## src/hw/cci_pkg.sv

```systemverilog
// Register map, field positions and constants of the capture control inputs
// Notes on behaviour
// - External clamp pin counts only while clamp-enable bit 0x18[4] is one; resets zero.
// - Clamp pin disabled: clamp timed internally, delay then duration after hsync trailing edge.
// - Enabled external clamp level defines the clamp interval, to ground or midscale.
// - Clamp pin sense comes from auto detection or polarity field 0x18[7:6].
// - Active coast holds the clock generator: no hsync tracking, frequency and phase kept.
// - Coast pin sense comes from auto detection or polarity field 0x18[7:6].
// - Coast polarity resets to one.
// - Register 0x03 bit 2 set selects the external clock over the PLL clock.
// - Coast works on the shared pin whatever the external clock selection.
// - Power-down pin combines with 0x1E bit 3; bit 4 selects manual, bit 2 polarity.
// - Slicer threshold in 8 mV steps from 8 mV to 256 mV, default 128 mV.
// - Slicer output is a non-inverted copy of the embedded sync.
// - PLL uses the hsync leading edge, clamp the trailing; hsync sense from auto detection or 0x12[5:4].
package cci_pkg;
  localparam int ADDR_W = 12;

  // ---------------------------------------------------------------
  // Register indices; byte address is four times the index
  // ---------------------------------------------------------------
  localparam logic [7:0] IDX_CLKSEL = 8'h03;
  localparam logic [7:0] IDX_HSPOL  = 8'h12;
  localparam logic [7:0] IDX_CLAMPC = 8'h18;
  localparam logic [7:0] IDX_PWR    = 8'h1E;
  localparam logic [7:0] IDX_SLICE  = 8'h40;
  localparam logic [7:0] IDX_CLDLY  = 8'h41;
  localparam logic [7:0] IDX_CLDUR  = 8'h42;
  localparam logic [7:0] IDX_STAT   = 8'h43;

  // ---------------------------------------------------------------
  // Field positions, writable masks and reset values
  // ---------------------------------------------------------------
  localparam int EXTERNAL_SAMPLE_CLOCK_BIT = 2;
  localparam int HS_MAN_BIT = 5;
  localparam int HS_POL_BIT = 4;
  localparam int CL_MAN_BIT = 7;
  localparam int CL_POL_BIT = 6;
  localparam int CL_EN_BIT  = 4;
  localparam int PD_MAN_BIT = 4;
  localparam int PD_SW_BIT  = 3;
  localparam int PD_POL_BIT = 2;
  localparam int MID_BIT    = 8;
  localparam logic [7:0] MASK_CLKSEL = 8'h04;
  localparam logic [7:0] MASK_HSPOL  = 8'h30;
  localparam logic [7:0] MASK_CLAMPC = 8'hD0;
  localparam logic [7:0] MASK_PWR    = 8'h1C;
  localparam logic [7:0] RST_CLKSEL  = 8'h00;
  localparam logic [7:0] RST_HSPOL   = 8'h00;
  localparam logic [7:0] RST_CLAMPC  = 8'h40;
  localparam logic [7:0] RST_PWR     = 8'h00;

  // ---------------------------------------------------------------
  // Slicer threshold and clamp timer
  // ---------------------------------------------------------------
  localparam int SLICE_W = 5;
  localparam int STEP_MV = 8;
  localparam int MIN_MV  = 8;
  localparam int MAX_MV  = 256;
  localparam int DEF_MV  = 128;
  localparam logic [SLICE_W-1:0] RST_SLICE = SLICE_W'((DEF_MV - MIN_MV) / STEP_MV);
  localparam int CL_CNT_W = 8;
  localparam logic [CL_CNT_W-1:0] CL_ONE    = 8'h01;
  localparam logic [CL_CNT_W-1:0] RST_CLDLY = 8'h10;
  localparam logic [CL_CNT_W:0]   RST_CLDUR = 9'h010;
  localparam int DET_WIN_W = 8;

  typedef enum logic [2:0] {
    CL_IDLE  = 3'b001,
    CL_DELAY = 3'b010,
    CL_HOLD  = 3'b100
  } cci_clamp_state_type;

  function automatic logic [ADDR_W-1:0] cci_addr(input logic [7:0] idx);
    return {2'b00, idx, 2'b00};
  endfunction

  function automatic logic cci_hit(input logic [ADDR_W-1:0] a);
    return a == cci_addr(IDX_CLKSEL) || a == cci_addr(IDX_HSPOL) ||
           a == cci_addr(IDX_CLAMPC) || a == cci_addr(IDX_PWR) ||
           a == cci_addr(IDX_SLICE) || a == cci_addr(IDX_CLDLY) ||
           a == cci_addr(IDX_CLDUR) || a == cci_addr(IDX_STAT);
  endfunction
endpackage

```

## src/hw/cci_pin_cond.sv

```systemverilog
// Pin conditioner: two-flop synchroniser, polarity detection and selection
`timescale 1ns/100ps
`default_nettype none
module cci_pin_cond
  import cci_pkg::*;
#(
  parameter int WIN_W = DET_WIN_W
) (
  // Clock and reset
  input  wire logic clk,
  input  wire logic resetn,
  // Pin and polarity control
  input  wire logic pin_in,
  input  wire logic manual_sel,
  input  wire logic manual_pol,
  // Conditioned level
  output logic      active,
  output logic      auto_pol
);
  logic             s1_reg;
  logic             s2_reg;
  logic             act_reg;
  logic             act_next;
  logic             pol_reg;
  logic             pol_next;
  logic             pol_use;
  logic [WIN_W-1:0] win_reg;
  logic [WIN_W-1:0] win_next;
  logic [WIN_W-1:0] high_reg;
  logic [WIN_W-1:0] high_next;

  // Pulse lines idle at their inactive level, so the majority level
  // over a window tells the sense
  always_comb begin
    win_next  = win_reg + {{(WIN_W-1){1'b0}}, 1'b1};
    high_next = high_reg + {{(WIN_W-1){1'b0}}, s2_reg};
    pol_next  = pol_reg;
    if (win_reg == '1) begin
      pol_next  = ~high_reg[WIN_W-1];
      high_next = '0;
    end
    pol_use  = manual_sel ? manual_pol : pol_reg;
    act_next = (s2_reg == pol_use);
  end

  always_ff @(posedge clk or negedge resetn) begin
    if (!resetn) begin
      s1_reg   <= 1'b0;
      s2_reg   <= 1'b0;
      act_reg  <= 1'b0;
      pol_reg  <= 1'b1;
      win_reg  <= '0;
      high_reg <= '0;
    end else begin
      s1_reg   <= pin_in;
      s2_reg   <= s1_reg;
      act_reg  <= act_next;
      pol_reg  <= pol_next;
      win_reg  <= win_next;
      high_reg <= high_next;
    end
  end

  assign active   = act_reg;
  assign auto_pol = pol_reg;
endmodule
`default_nettype wire

```

## src/hw/cci_top.sv

```systemverilog
// Capture control inputs: APB registers, clamp timer, coast, power-down, slicer
//
// Design decisions made here: register access over APB and the register offsets.
`timescale 1ns/100ps
`default_nettype none
module cci_top
  import cci_pkg::*;
#(
  parameter int DET_W = DET_WIN_W
) (
  // Clock and reset
  input  wire logic              CLK,
  input  wire logic              RESETN,
  // APB slave
  input  wire logic              PSEL,
  input  wire logic              PENABLE,
  input  wire logic              PWRITE,
  input  wire logic [ADDR_W-1:0] PADDR,
  input  wire logic [31:0]       PWDATA,
  output logic      [31:0]       PRDATA,
  output logic                   PREADY,
  output logic                   PSLVERR,
  // Control pins
  input  wire logic              HSYNC_PIN,
  input  wire logic              CLAMP_PIN,
  input  wire logic              SHARED_HOLD_OR_CLOCK_PIN,
  input  wire logic              POWER_DOWN_PIN,
  input  wire logic              EMBEDDED_SYNC_INPUT,
  // Clamp and clock generator controls
  output logic                   CLAMP_ACTIVE,
  output logic                   CLAMP_TO_MIDSCALE,
  output logic                   PLL_LEAD_PULSE,
  output logic                   COAST_HOLD,
  output logic                   EXT_CLOCK_SELECT,
  // Power and slicer
  output logic                   POWER_DOWN,
  output logic [SLICE_W-1:0]     SLICER_THRESHOLD,
  output logic                   SLICED_SYNC_OUTPUT
);
  logic [7:0]          clksel_reg;
  logic [7:0]          clksel_next;
  logic [7:0]          hspol_reg;
  logic [7:0]          hspol_next;
  logic [7:0]          clampc_reg;
  logic [7:0]          clampc_next;
  logic [7:0]          pwr_reg;
  logic [7:0]          pwr_next;
  logic [SLICE_W-1:0]  slice_reg;
  logic [SLICE_W-1:0]  slice_next;
  logic [CL_CNT_W-1:0] cldly_reg;
  logic [CL_CNT_W-1:0] cldly_next;
  logic [CL_CNT_W:0]   cldur_reg;
  logic [CL_CNT_W:0]   cldur_next;
  logic [31:0]         prdata_reg;
  logic [31:0]         prdata_next;
  logic                slverr_reg;
  logic                slverr_next;
  logic                wr_en;
  logic                setup;
  logic [31:0]         status;

  logic                hs_act;
  logic                hs_pol;
  logic                cl_pin_act;
  logic                cl_pol;
  logic                coast_act;
  logic                coast_pol;
  logic                pd_pin_act;
  logic                sog_act;
  logic                ext_clamp_en;

  logic                hs_prev_reg;
  logic                hs_lead;
  logic                hs_trail;
  cci_clamp_state_type cl_st_reg;
  cci_clamp_state_type cl_st_next;
  logic [CL_CNT_W-1:0] cl_cnt_reg;
  logic [CL_CNT_W-1:0] cl_cnt_next;
  logic                clamp_reg;
  logic                clamp_next;
  logic                lead_reg;
  logic                lead_next;
  logic                pd_reg;
  logic                pd_next;

  // ---------------------------------------------------------------
  // Pin conditioning
  // ---------------------------------------------------------------
  cci_pin_cond #(.WIN_W(DET_W)) u_hs (
    .clk        (CLK),
    .resetn     (RESETN),
    .pin_in     (HSYNC_PIN),
    .manual_sel (hspol_reg[HS_MAN_BIT]),
    .manual_pol (hspol_reg[HS_POL_BIT]),
    .active     (hs_act),
    .auto_pol   (hs_pol)
  );

  cci_pin_cond #(.WIN_W(DET_W)) u_clamp (
    .clk        (CLK),
    .resetn     (RESETN),
    .pin_in     (CLAMP_PIN),
    .manual_sel (clampc_reg[CL_MAN_BIT]),
    .manual_pol (clampc_reg[CL_POL_BIT]),
    .active     (cl_pin_act),
    .auto_pol   (cl_pol)
  );

  // Coast sees the shared pin whether or not the external clock is used
  cci_pin_cond #(.WIN_W(DET_W)) u_coast (
    .clk        (CLK),
    .resetn     (RESETN),
    .pin_in     (SHARED_HOLD_OR_CLOCK_PIN),
    .manual_sel (clampc_reg[CL_MAN_BIT]),
    .manual_pol (clampc_reg[CL_POL_BIT]),
    .active     (coast_act),
    .auto_pol   (coast_pol)
  );

  cci_pin_cond #(.WIN_W(DET_W)) u_pd (
    .clk        (CLK),
    .resetn     (RESETN),
    .pin_in     (POWER_DOWN_PIN),
    .manual_sel (1'b1),
    .manual_pol (pwr_reg[PD_POL_BIT]),
    .active     (pd_pin_act),
    .auto_pol   ()
  );

  cci_pin_cond #(.WIN_W(DET_W)) u_sog (
    .clk        (CLK),
    .resetn     (RESETN),
    .pin_in     (EMBEDDED_SYNC_INPUT),
    .manual_sel (1'b1),
    .manual_pol (1'b1),
    .active     (sog_act),
    .auto_pol   ()
  );

  // ---------------------------------------------------------------
  // APB register file
  // ---------------------------------------------------------------
  assign wr_en  = PSEL & PENABLE & PWRITE;
  assign setup  = PSEL & ~PENABLE;
  assign status = {25'h0000000, clksel_reg[EXTERNAL_SAMPLE_CLOCK_BIT], coast_pol, cl_pol, hs_pol,
                   pd_reg, coast_act, clamp_reg};

  always_comb begin
    clksel_next = clksel_reg;
    hspol_next  = hspol_reg;
    clampc_next = clampc_reg;
    pwr_next    = pwr_reg;
    slice_next  = slice_reg;
    cldly_next  = cldly_reg;
    cldur_next  = cldur_reg;
    if (wr_en) begin
      case (PADDR)
        cci_addr(IDX_CLKSEL): clksel_next = PWDATA[7:0] & MASK_CLKSEL;
        cci_addr(IDX_HSPOL):  hspol_next  = PWDATA[7:0] & MASK_HSPOL;
        cci_addr(IDX_CLAMPC): clampc_next = PWDATA[7:0] & MASK_CLAMPC;
        cci_addr(IDX_PWR):    pwr_next    = PWDATA[7:0] & MASK_PWR;
        cci_addr(IDX_SLICE):  slice_next  = PWDATA[SLICE_W-1:0];
        cci_addr(IDX_CLDLY):  cldly_next  = PWDATA[CL_CNT_W-1:0];
        cci_addr(IDX_CLDUR):  cldur_next  = PWDATA[CL_CNT_W:0];
        default: ;
      endcase
    end
  end

  // Read data is captured in the setup cycle, so the access needs no wait
  always_comb begin
    prdata_next = prdata_reg;
    slverr_next = slverr_reg;
    if (setup) begin
      prdata_next = 32'h00000000;
      slverr_next = ~cci_hit(PADDR);
      case (PADDR)
        cci_addr(IDX_CLKSEL): prdata_next[7:0] = clksel_reg;
        cci_addr(IDX_HSPOL):  prdata_next[7:0] = hspol_reg;
        cci_addr(IDX_CLAMPC): prdata_next[7:0] = clampc_reg;
        cci_addr(IDX_PWR):    prdata_next[7:0] = pwr_reg;
        cci_addr(IDX_SLICE):  prdata_next[SLICE_W-1:0] = slice_reg;
        cci_addr(IDX_CLDLY):  prdata_next[CL_CNT_W-1:0] = cldly_reg;
        cci_addr(IDX_CLDUR):  prdata_next[CL_CNT_W:0] = cldur_reg;
        cci_addr(IDX_STAT):   prdata_next = status;
        default: ;
      endcase
    end
  end

  always_ff @(posedge CLK or negedge RESETN) begin
    if (!RESETN) begin
      clksel_reg <= RST_CLKSEL;
      hspol_reg  <= RST_HSPOL;
      clampc_reg <= RST_CLAMPC;
      pwr_reg    <= RST_PWR;
      slice_reg  <= RST_SLICE;
      cldly_reg  <= RST_CLDLY;
      cldur_reg  <= RST_CLDUR;
      prdata_reg <= 32'h00000000;
      slverr_reg <= 1'b0;
    end else begin
      clksel_reg <= clksel_next;
      hspol_reg  <= hspol_next;
      clampc_reg <= clampc_next;
      pwr_reg    <= pwr_next;
      slice_reg  <= slice_next;
      cldly_reg  <= cldly_next;
      cldur_reg  <= cldur_next;
      prdata_reg <= prdata_next;
      slverr_reg <= slverr_next;
    end
  end

  assign PREADY  = 1'b1;
  assign PRDATA  = prdata_reg;
  assign PSLVERR = slverr_reg;

  // ---------------------------------------------------------------
  // Hsync edges and clamp timer
  // ---------------------------------------------------------------
  assign ext_clamp_en = clampc_reg[CL_EN_BIT];
  assign hs_lead      = hs_act & ~hs_prev_reg;
  assign hs_trail     = ~hs_act & hs_prev_reg;

  always_comb begin
    cl_st_next  = cl_st_reg;
    cl_cnt_next = cl_cnt_reg;
    case (cl_st_reg)
      CL_IDLE: begin
        if (hs_trail) begin
          cl_st_next  = CL_DELAY;
          cl_cnt_next = cldly_reg;
        end
      end
      CL_DELAY: begin
        if (cl_cnt_reg == '0) begin
          cl_st_next  = CL_HOLD;
          cl_cnt_next = cldur_reg[CL_CNT_W-1:0];
        end else begin
          cl_cnt_next = cl_cnt_reg - CL_ONE;
        end
      end
      CL_HOLD: begin
        if (cl_cnt_reg == '0) begin
          cl_st_next = CL_IDLE;
        end else begin
          cl_cnt_next = cl_cnt_reg - CL_ONE;
        end
      end
      default: cl_st_next = CL_IDLE;
    endcase
    // The internal timer sleeps while the pin owns the clamp
    if (ext_clamp_en) begin
      cl_st_next = CL_IDLE;
    end
  end

  always_comb begin
    clamp_next = ext_clamp_en ? cl_pin_act : (cl_st_next == CL_HOLD);
    lead_next  = hs_lead & ~coast_act;
    pd_next    = pwr_reg[PD_SW_BIT] | (pwr_reg[PD_MAN_BIT] & pd_pin_act);
  end

  always_ff @(posedge CLK or negedge RESETN) begin
    if (!RESETN) begin
      hs_prev_reg <= 1'b0;
      cl_st_reg   <= CL_IDLE;
      cl_cnt_reg  <= '0;
      clamp_reg   <= 1'b0;
      lead_reg    <= 1'b0;
      pd_reg      <= 1'b0;
    end else begin
      hs_prev_reg <= hs_act;
      cl_st_reg   <= cl_st_next;
      cl_cnt_reg  <= cl_cnt_next;
      clamp_reg   <= clamp_next;
      lead_reg    <= lead_next;
      pd_reg      <= pd_next;
    end
  end

  assign CLAMP_ACTIVE       = clamp_reg;
  assign CLAMP_TO_MIDSCALE  = cldur_reg[MID_BIT];
  assign PLL_LEAD_PULSE     = lead_reg;
  assign COAST_HOLD         = coast_act;
  assign EXT_CLOCK_SELECT   = clksel_reg[EXTERNAL_SAMPLE_CLOCK_BIT];
  assign POWER_DOWN         = pd_reg;
  assign SLICER_THRESHOLD   = slice_reg;
  assign SLICED_SYNC_OUTPUT = sog_act;
endmodule
`default_nettype wire

```

## config.mk

```make
export PLATFORM = sky130hd
export DESIGN_NAME = cci_top
export DESIGN_NICKNAME = d
export VERILOG_FILES = /design/src/hw/cci_pkg.sv /design/src/hw/cci_pin_cond.sv /design/src/hw/cci_top.sv
export SDC_FILE = /design/constraint.sdc
export NUM_CORES = 1
export LEC_CHECK = 0
export BUFFER_PORTS_ARGS = -buffer_cell sky130_fd_sc_hd__buf_2
export CORE_AREA = 5 5 145 147
export DETAILED_ROUTE_END_ITERATION = 10
export DIE_AREA = 0 0 150 152
export PLACE_DENSITY = 0.58
export REMOVE_ABC_BUFFERS = 1
export SETUP_SLACK_MARGIN = 0.4
export SLEW_MARGIN = 20
export SYNTH_ARGS = -nofsm -noshare
export SYNTH_HDL_FRONTEND = slang
export SYNTH_SLANG_ARGS = --single-unit
```

## constraint.sdc

```tcl
create_clock -name CLK -period 2.87 [get_ports CLK]
set_input_delay 0.574 -clock CLK [delete_from_list [all_inputs] [get_ports CLK]]
set_output_delay 0.574 -clock CLK [all_outputs]
set_load 0.005 [all_outputs]
```

==> flow_metrics.env, run 1 <==
export IMPL_status="finished, final reports clean"
export IMPL_ys_seq_area_share_pct=52.9
export IMPL_yosys_most_used_dff="sky130_fd_sc_hd__dfrtp_1"
export IMPL_r2r_cells=7
export IMPL_totalNegativeSetupSlack_ns=0
export IMPL_drtIter0Drc=205
export IMPL_final_period_minus_worst_setup_slack_ns=2.24
export IMPL_gr_total_overflow=0
export IMPL_viasPerCell=4.64
export IMPL_final_antenna_net_count=0
export IMPL_cp_data_required_time_ns=3.14
export IMPL_final_hold_viol_count=0
export IMPL_core_area_um2=19800
export IMPL_synthesized_instance_count=503
export IMPL_postCtsSetupRepairBufs=0
export IMPL_cts_sinks=122
export IMPL_synthDominantAreaCellType="sky130_fd_sc_hd__dfrtp_1"
export IMPL_avgSynthCellArea_um2=11.5
export IMPL_cp_cell_sequence="inv_1 -> ha_1 -> or3b_2 -> or3_4 -> a2bb2oi_1 -> o22ai_1 -> o21ai_0"
export IMPL_r2r_setup_slack_ns=0.63
export IMPL_worst_ep_arrival_time_ns=2.50
export IMPL_htreeDepth=4
export IMPL_post_route_period_util_pct=77.9
export IMPL_timing_critical_path_buf_inv=1
export IMPL_synth_area_leaders="sky130_fd_sc_hd__dfrtp_1 (48%), sky130_fd_sc_hd__mux2_2 (6.0%), sky130_fd_sc_hd__dfstp_2 (5.0%), sky130_fd_sc_hd__xor2_1 (3.6%), sky130_fd_sc_hd__xnor2_1 (3.3%)"
export IMPL_root_buffer="sky130_fd_sc_hd__clkbuf_16"
export IMPL_dpl_hpwl_mm=8.94
export IMPL_cell_type_group_with_the_largest_total_delay_on_the_critical_path="simple AND/OR/NAND/NOR gates"
export IMPL_timing_critical_path_from_type="flop"
export IMPL_synth_async_sr_flop_share_pct=100
export IMPL_floorplan_initialDensity_pct=29.3
export IMPL_netlist_area_leader_share_pct=47.9
export IMPL_syn_to_final_growth_pct=19.5
export IMPL_cts_clk_slew_worst_paths_ns=0.06
export IMPL_synth_cell_area_um2=5790
export IMPL_finish_net_count=626
export IMPL_std_cell_rows=52
export IMPL_crit_type="reg -> reg"
export IMPL_vias_in_the_first_global_route=4080
export IMPL_synth_edff_count=0
export IMPL_totalWireLength_mm=12.5
export IMPL_worstReg2RegEnd="cl_cnt_reg[4]"
export IMPL_antenna_found_initial=0
export IMPL_setup_worst_path_end="cl_cnt_reg[4]"
export IMPL_grt_setup_unrepaired="no"
export IMPL_critical_path_startpoint="cl_cnt_reg[0]"
export IMPL_synth_warnings=0
export IMPL_leakage_nw=3.18
export IMPL_fp_dieArea_um2=22800
export IMPL_critical_path_slowest_cell="sky130_fd_sc_hd__or3b_2"
export IMPL_routed_via_count=3916
export IMPL_synth_common_cells="sky130_fd_sc_hd__dfrtp_1 (111), sky130_fd_sc_hd__nor2_1 (37), sky130_fd_sc_hd__mux2_2 (31), sky130_fd_sc_hd__nand2_1 (31), sky130_fd_sc_hd__nand3_1 (30)"
export IMPL_first_pass_grt_wire_length_mm=20.9
export IMPL_clock_skew_final_ns=0.0130
export IMPL_cts_tree="built"
export IMPL_crit_reg_reg_startpoint="cl_cnt_reg[0]"
export IMPL_cts_hold_buffers=0
export IMPL_design_portCount=100
export IMPL_clk_path_buf_depth=2
export IMPL_synth_cell_type_count=60
export IMPL_io_buffers=52
export IMPL_floorplan_die_width_um=150
export IMPL_worst_slew_slack_as_a_fraction_of_its_limit_pct=56.2
export IMPL_grt_max_degree=83
export IMPL_drt_pass1_iter_count=4
export IMPL_holdCritPathClass="in -> async"
export IMPL_crit_path_end_kind="flop"
export IMPL_drt_drc_violations_left=0
export IMPL_worstSetupPathDepth=7
export IMPL_synth_most_common_cell="sky130_fd_sc_hd__dfrtp_1"
export IMPL_wl_per_cell_um=14.9
export IMPL_track_usage_pct=11.5
export IMPL_worst_pin_slew_ns=0.654
export IMPL_timing_critical_path_slowest_cell_delay_ns=0.50
export IMPL_final_count_of_pins_violating_max_slew=0
export IMPL_synth_ff_latch_count=122
export IMPL_diodes_inserted=0
export IMPL_cts_bufs_inserted=17
export IMPL_clk_latency_ns=0.42
export IMPL_pwr_density_cell_nw_per_um2=729
export IMPL_gp_congestion=0.775
export IMPL_cells_resized_by_post_cts_repair=0
export IMPL_final_layout_size_suffix_gt1_share_pct=26.7
export IMPL_crit_path_max_fanout=6
export IMPL_max_clock_freq_mhz=447
export IMPL_hold_worst_slack_ns=0.133
export IMPL_dieHeight_um=152
export IMPL_max_vdd_ir_drop_uv=383
export IMPL_timing_final_setup_violations=0
export IMPL_cap_violations=0
## power by group
part | total [mW] | switching [mW] | leakage (nW) | internal [mW]
Clock | 2.35 | 0.805 | 0.321 | 1.54
Combinational | 0.639 | 0.350 | 1.32 | 0.289
Sequential | 2.06 | 0.160 | 1.54 | 1.90
Total | 5.04 | 1.32 | 3.18 | 3.73
## metal layers
layer	vias to the layer above	track usage, %	share of wire (%)
met2	82	18.3	49
met1	1977	15.0	46
met4	0	4.40	1.5
met5	-	0	0
li1	1843	-	-
met3	14	3.25	4.2
## layout make-up
class                           instances  area [um^2]
Tap cell                              270          338
Timing Repair Buffer                   55          298
Sequential cell                       122         3070
Multi-Input combinational cell        358         2550
Clock buffer                           17          425
Fill cell                            1958        12900
Clock inverter                         15          223
Inverter                                7         26.3
## metrics by stage
step | util (%) | setup slack (ns) | power, mW | cell area, um^2 | cells
4_1_cts | 35.0 | 0.564 | 5.11 | 6920 | 844
5_1_grt | 35.0 | 0.531 | 5.30 | 6920 | 844
6_report | 35.0 | 0.635 | 5.04 | 6920 | 844
3_3_place_gp | 31.7 | 0.400 | 2.68 | 6270 | 812
2_1_floorplan | - | 0.758 | 2.51 | 5630 | 487
3_5_place_dp | 31.7 | 0.316 | 2.72 | 6270 | 812
## kinds of logic (layout without fill, tap and decap cells)
| logic type | after synthesis | count (layout) | synth area share, % |
|---|---|---|---|
| simple gates | 175 | 175 | 16.8 |
| flops | 122 | 122 | 52.9 |
| compound gates | 60 | 60 | 7.08 |
| xor+xnor | 46 | 46 | 6.95 |
| buf+inv | 45 | 94 | 4.62 |
| mux | 42 | 42 | 9.05 |
| fa+ha+maj | 11 | 11 | 2.38 |
| other cells | 2 | 24 | 0.130 |
## how the worst min path moves through the flow
stage | startpoint | to | slack (ns)
6_report | RESETN | u_sog.active | 0.13
5_1_grt | RESETN | u_sog.active | 0.17
4_1_cts | RESETN | u_sog.active | 0.14
3_5_place_dp | u_sog.s2_reg | u_sog.active | 0.34
3_3_place_gp | u_sog.s2_reg | u_sog.active | 0.33
2_1_floorplan | RESETN | CLAMP_ACTIVE | 0.28
## worst reg2reg max path, delay by kind of cell (launching register included)
family / cells / cell delay [ns]
AND/OR/NAND/NOR: 2 / 0.92
flip-flops: 1 / 0.45
AO/OA/AOI/OAI: 3 / 0.37
adder cells (fa/ha/maj): 1 / 0.24
buffers and inverters: 1 / 0.12
## cell usage in the layout (no fill, tap or decap), types with 5 or more instances in the layout
master,count
sky130_fd_sc_hd__clkinv_4,5
sky130_fd_sc_hd__mux2_2,31
sky130_fd_sc_hd__nand2_1,31
sky130_fd_sc_hd__conb_1,24
sky130_fd_sc_hd__xnor2_1,22
sky130_fd_sc_hd__a21oi_1,9
sky130_fd_sc_hd__buf_2,51
sky130_fd_sc_hd__inv_1,7
sky130_fd_sc_hd__nor3_1,10
sky130_fd_sc_hd__xor2_1,24
sky130_fd_sc_hd__o22ai_1,5
sky130_fd_sc_hd__o21ai_0,15
sky130_fd_sc_hd__and3_1,9
sky130_fd_sc_hd__nand2b_1,5
sky130_fd_sc_hd__bufinv_16,5
sky130_fd_sc_hd__nor2b_1,12
sky130_fd_sc_hd__a2bb2oi_1,5
sky130_fd_sc_hd__dfrtp_1,111
sky130_fd_sc_hd__clkbuf_16,17
sky130_fd_sc_hd__nand4_1,6
sky130_fd_sc_hd__ha_1,11
sky130_fd_sc_hd__a22oi_1,5
sky130_fd_sc_hd__nor2_1,37
sky130_fd_sc_hd__dfstp_2,11
sky130_fd_sc_hd__nand3_1,30
Power figures use the tool's default switching activity.
==> run 2: changes to the inputs <==
==> constraint.sdc (replaced) <==
create_clock -name CLK -period 2.3 [get_ports CLK]
set_input_delay 0.46 -clock CLK [delete_from_list [all_inputs] [get_ports CLK]]
set_output_delay 0.46 -clock CLK [all_outputs]
set_load 0.005 [all_outputs]
==> run 2 against run 1 <==
Net effect: count of clock-buffer cells in the layout up 5; power up 17%; setup slack worse by 0.30 ns; clock power up 3%; global-route usage down 0.13 points; core utilization up 0.69 points; critical path type unchanged; sequential share of layout area down 0.84 points; register-to-register slack worse by 0.30 ns; non-clock buffer count up 25; largest power group is now sequential cells; clock skew down 0.0057 ns; wire length up 0.65%; largest cell class unchanged; design area up 2.0%.
==> flow_metrics.env, run 2 (same netlist as run 1, synthesis figures left out) <==
export IMPL_status="finished, final reports clean"
export IMPL_cts_tree="built"
export IMPL_grt_use_met1_pct=14.5
export IMPL_timing_critical_path_buf_inv=0
export IMPL_io_buffers=52
export IMPL_crit_type="reg -> reg"
export IMPL_final_count_of_pins_violating_max_slew=0
export IMPL_fp_dieArea_um2=22800
export IMPL_core_area_um2=19800
export IMPL_final_antenna_net_count=0
export IMPL_placedInstanceArea_um2=6370
export IMPL_layout_cells_most_common_list="sky130_fd_sc_hd__dfrtp_1 (110), sky130_fd_sc_hd__buf_2 (51), sky130_fd_sc_hd__nor2_1 (37)"
export IMPL_cp_cell_sequence="or4_4 -> or3_4 -> a2bb2oi_1 -> o22ai_1 -> o21ai_1"
export IMPL_globalRouteMet3Util_pct=3.10
export IMPL_cts_bufs_inserted=17
export IMPL_crit_path_max_fanout=6
export IMPL_worst_slack_ns=0.334
export IMPL_post_place_ws_ns=0.0697
export IMPL_floorplan_initialDensity_pct=29.3
export IMPL_antenna_found_initial=0
export IMPL_worst_hold_path_stage_count=1
export IMPL_hold_worst_slack_ns=0.155
export IMPL_max_clock_freq_mhz=509
export IMPL_htreeDepth=4
export IMPL_viasPerCell=4.57
export IMPL_final_period_minus_worst_setup_slack_ns=1.97
export IMPL_vias_in_the_first_global_route=4034
export IMPL_worst_ep_arrival_time_ns=2.26
export IMPL_post_route_period_util_pct=85.5
export IMPL_track_usage_pct=11.4
export IMPL_clk_path_buf_depth=2
export IMPL_mostFrequentLayoutCell="sky130_fd_sc_hd__dfrtp_1"
export IMPL_clock_skew_final_ns=0.00726
export IMPL_holdCritPathClass="in -> reg"
export IMPL_timing_critical_path_from_type="flop"
export IMPL_cts_sinks=122
export IMPL_critical_path_slowest_cell="sky130_fd_sc_hd__or4_4"
export IMPL_timing_critical_path_slowest_cell_delay_ns=0.58
export IMPL_worstReg2RegEnd="cl_cnt_reg[3]"
export IMPL_hold_path_endpoint="u_clamp.s1_reg"
export IMPL_dpl_hpwl_mm=9.23
export IMPL_diodes_inserted=0
export IMPL_r2r_setup_slack_ns=0.33
export IMPL_std_cell_rows=52
export IMPL_routed_via_count=3970
export IMPL_crit_path_end_kind="flop"
export IMPL_leakage_nw=3.25
export IMPL_min_delay_start="CLAMP_PIN"
export IMPL_cell_type_group_with_the_largest_total_delay_on_the_critical_path="simple AND/OR/NAND/NOR gates"
export IMPL_postLayoutCoreUtil_pct=35.7
export IMPL_gp_congestion=0.821
export IMPL_grt_met2_usage_pct=18.4
export IMPL_pwr_density_cell_nw_per_um2=836
export IMPL_max_vdd_ir_drop_uv=429
export IMPL_design_portCount=100
export IMPL_gr_total_overflow=0
export IMPL_drtIter0Drc=152
export IMPL_wl_per_cell_um=14.5
export IMPL_fin_area_um2=7060
export IMPL_drt_pass1_iter_count=4
export IMPL_first_pass_grt_wire_length_mm=20.6
export IMPL_totalWireLength_mm=12.6
export IMPL_cts_clk_slew_worst_paths_ns=0.05
export IMPL_cp_data_required_time_ns=2.59
export IMPL_crit_reg_reg_startpoint="cl_cnt_reg[2]"
export IMPL_finish_net_count=651
export IMPL_final_layout_size_suffix_gt1_share_pct=30.1
export IMPL_syn_to_final_growth_pct=21.9
export IMPL_drt_drc_violations_left=0
export IMPL_worst_pin_slew_ns=0.631
export IMPL_grt_busiest_layer="met2"
export IMPL_clk_latency_ns=0.41
export IMPL_floorplan_die_width_um=150
export IMPL_grt_max_degree=72
export IMPL_final_hold_viol_count=0
export IMPL_dieHeight_um=152
export IMPL_grt_setup_unrepaired="yes"
export IMPL_cap_violations=0
export IMPL_timing_final_setup_violations=0
export IMPL_r2r_cells=5
export IMPL_root_buffer="sky130_fd_sc_hd__clkbuf_16"
export IMPL_totalNegativeSetupSlack_ns=0
export IMPL_worst_slew_slack_as_a_fraction_of_its_limit_pct=57.8
-- run 2: cell types whose count changed in the layout (fill, tap and decap cells not counted), moves of 2 or more --
cell                         change
sky130_fd_sc_hd__buf_12          +2
sky130_fd_sc_hd__buf_4          +22
sky130_fd_sc_hd__bufinv_16       -4
sky130_fd_sc_hd__clkbuf_1        +4
sky130_fd_sc_hd__clkinv_2        +2
sky130_fd_sc_hd__clkinv_4        -5
sky130_fd_sc_hd__clkinvlp_4      +2
sky130_fd_sc_hd__inv_1           -2
sky130_fd_sc_hd__inv_2           +2
sky130_fd_sc_hd__nor3_1          -2
sky130_fd_sc_hd__nor3_2          +2
sky130_fd_sc_hd__o21ai_0         -3
sky130_fd_sc_hd__o21ai_1         +3
-- run 2: how the worst max path moves through the flow --
stage | end | from | cells after the start
4_1_cts | cl_cnt_reg[0] | cl_cnt_reg[0] | 7
6_report | cl_cnt_reg[3] | cl_cnt_reg[2] | 5
5_1_grt | cl_cnt_reg[0] | cl_cnt_reg[2] | 5
3_5_place_dp | clampc_reg[7] | PADDR[9] | 5
2_1_floorplan | clampc_reg[4] | PADDR[9] | 4
3_3_place_gp | clampc_reg[7] | PADDR[9] | 5
-- run 2: metrics by stage --
stage | power [mW] | cells
global route | 6.24 | 868
finish | 5.90 | 868
CTS | 5.91 | 860
detailed placement | 3.43 | 824
floorplan | 3.13 | 487
global placement | 3.39 | 824
-- run 2: metal layers --
metal,part of all wire (%),vias up,wire length [um]
met4,1.5,0,193
met3,4.1,17,517
met5,0,-,0
met2,50,74,6300
li1,-,1904,-
met1,44,1975,5610
-- run 2: what timing repair did --
item	CTS	global route
setup buffers	4	8
hold buffers	1	0
setup endpoints to repair	8	14
gates resized for setup	7	7
pin swaps	7	7
hold endpoints to repair	18	0
-- run 2: where the power goes --
group / switching [mW] / internal [mW] / total (mW)
clock: 0.917 / 1.49 / 2.41
combinational: 0.471 / 0.460 / 0.931
sequential: 0.190 / 2.37 / 2.56
-- run 2: final cells by class --
class                      instances  area (um^2)
timing repair buffer              80          513
clock inverter                     9         75.1
clock buffer                      22          454
sequential                       122         3070
fill                            1996        12700
tap                              270          338
multi-input combinational        358         2590
inverter                           7         26.3
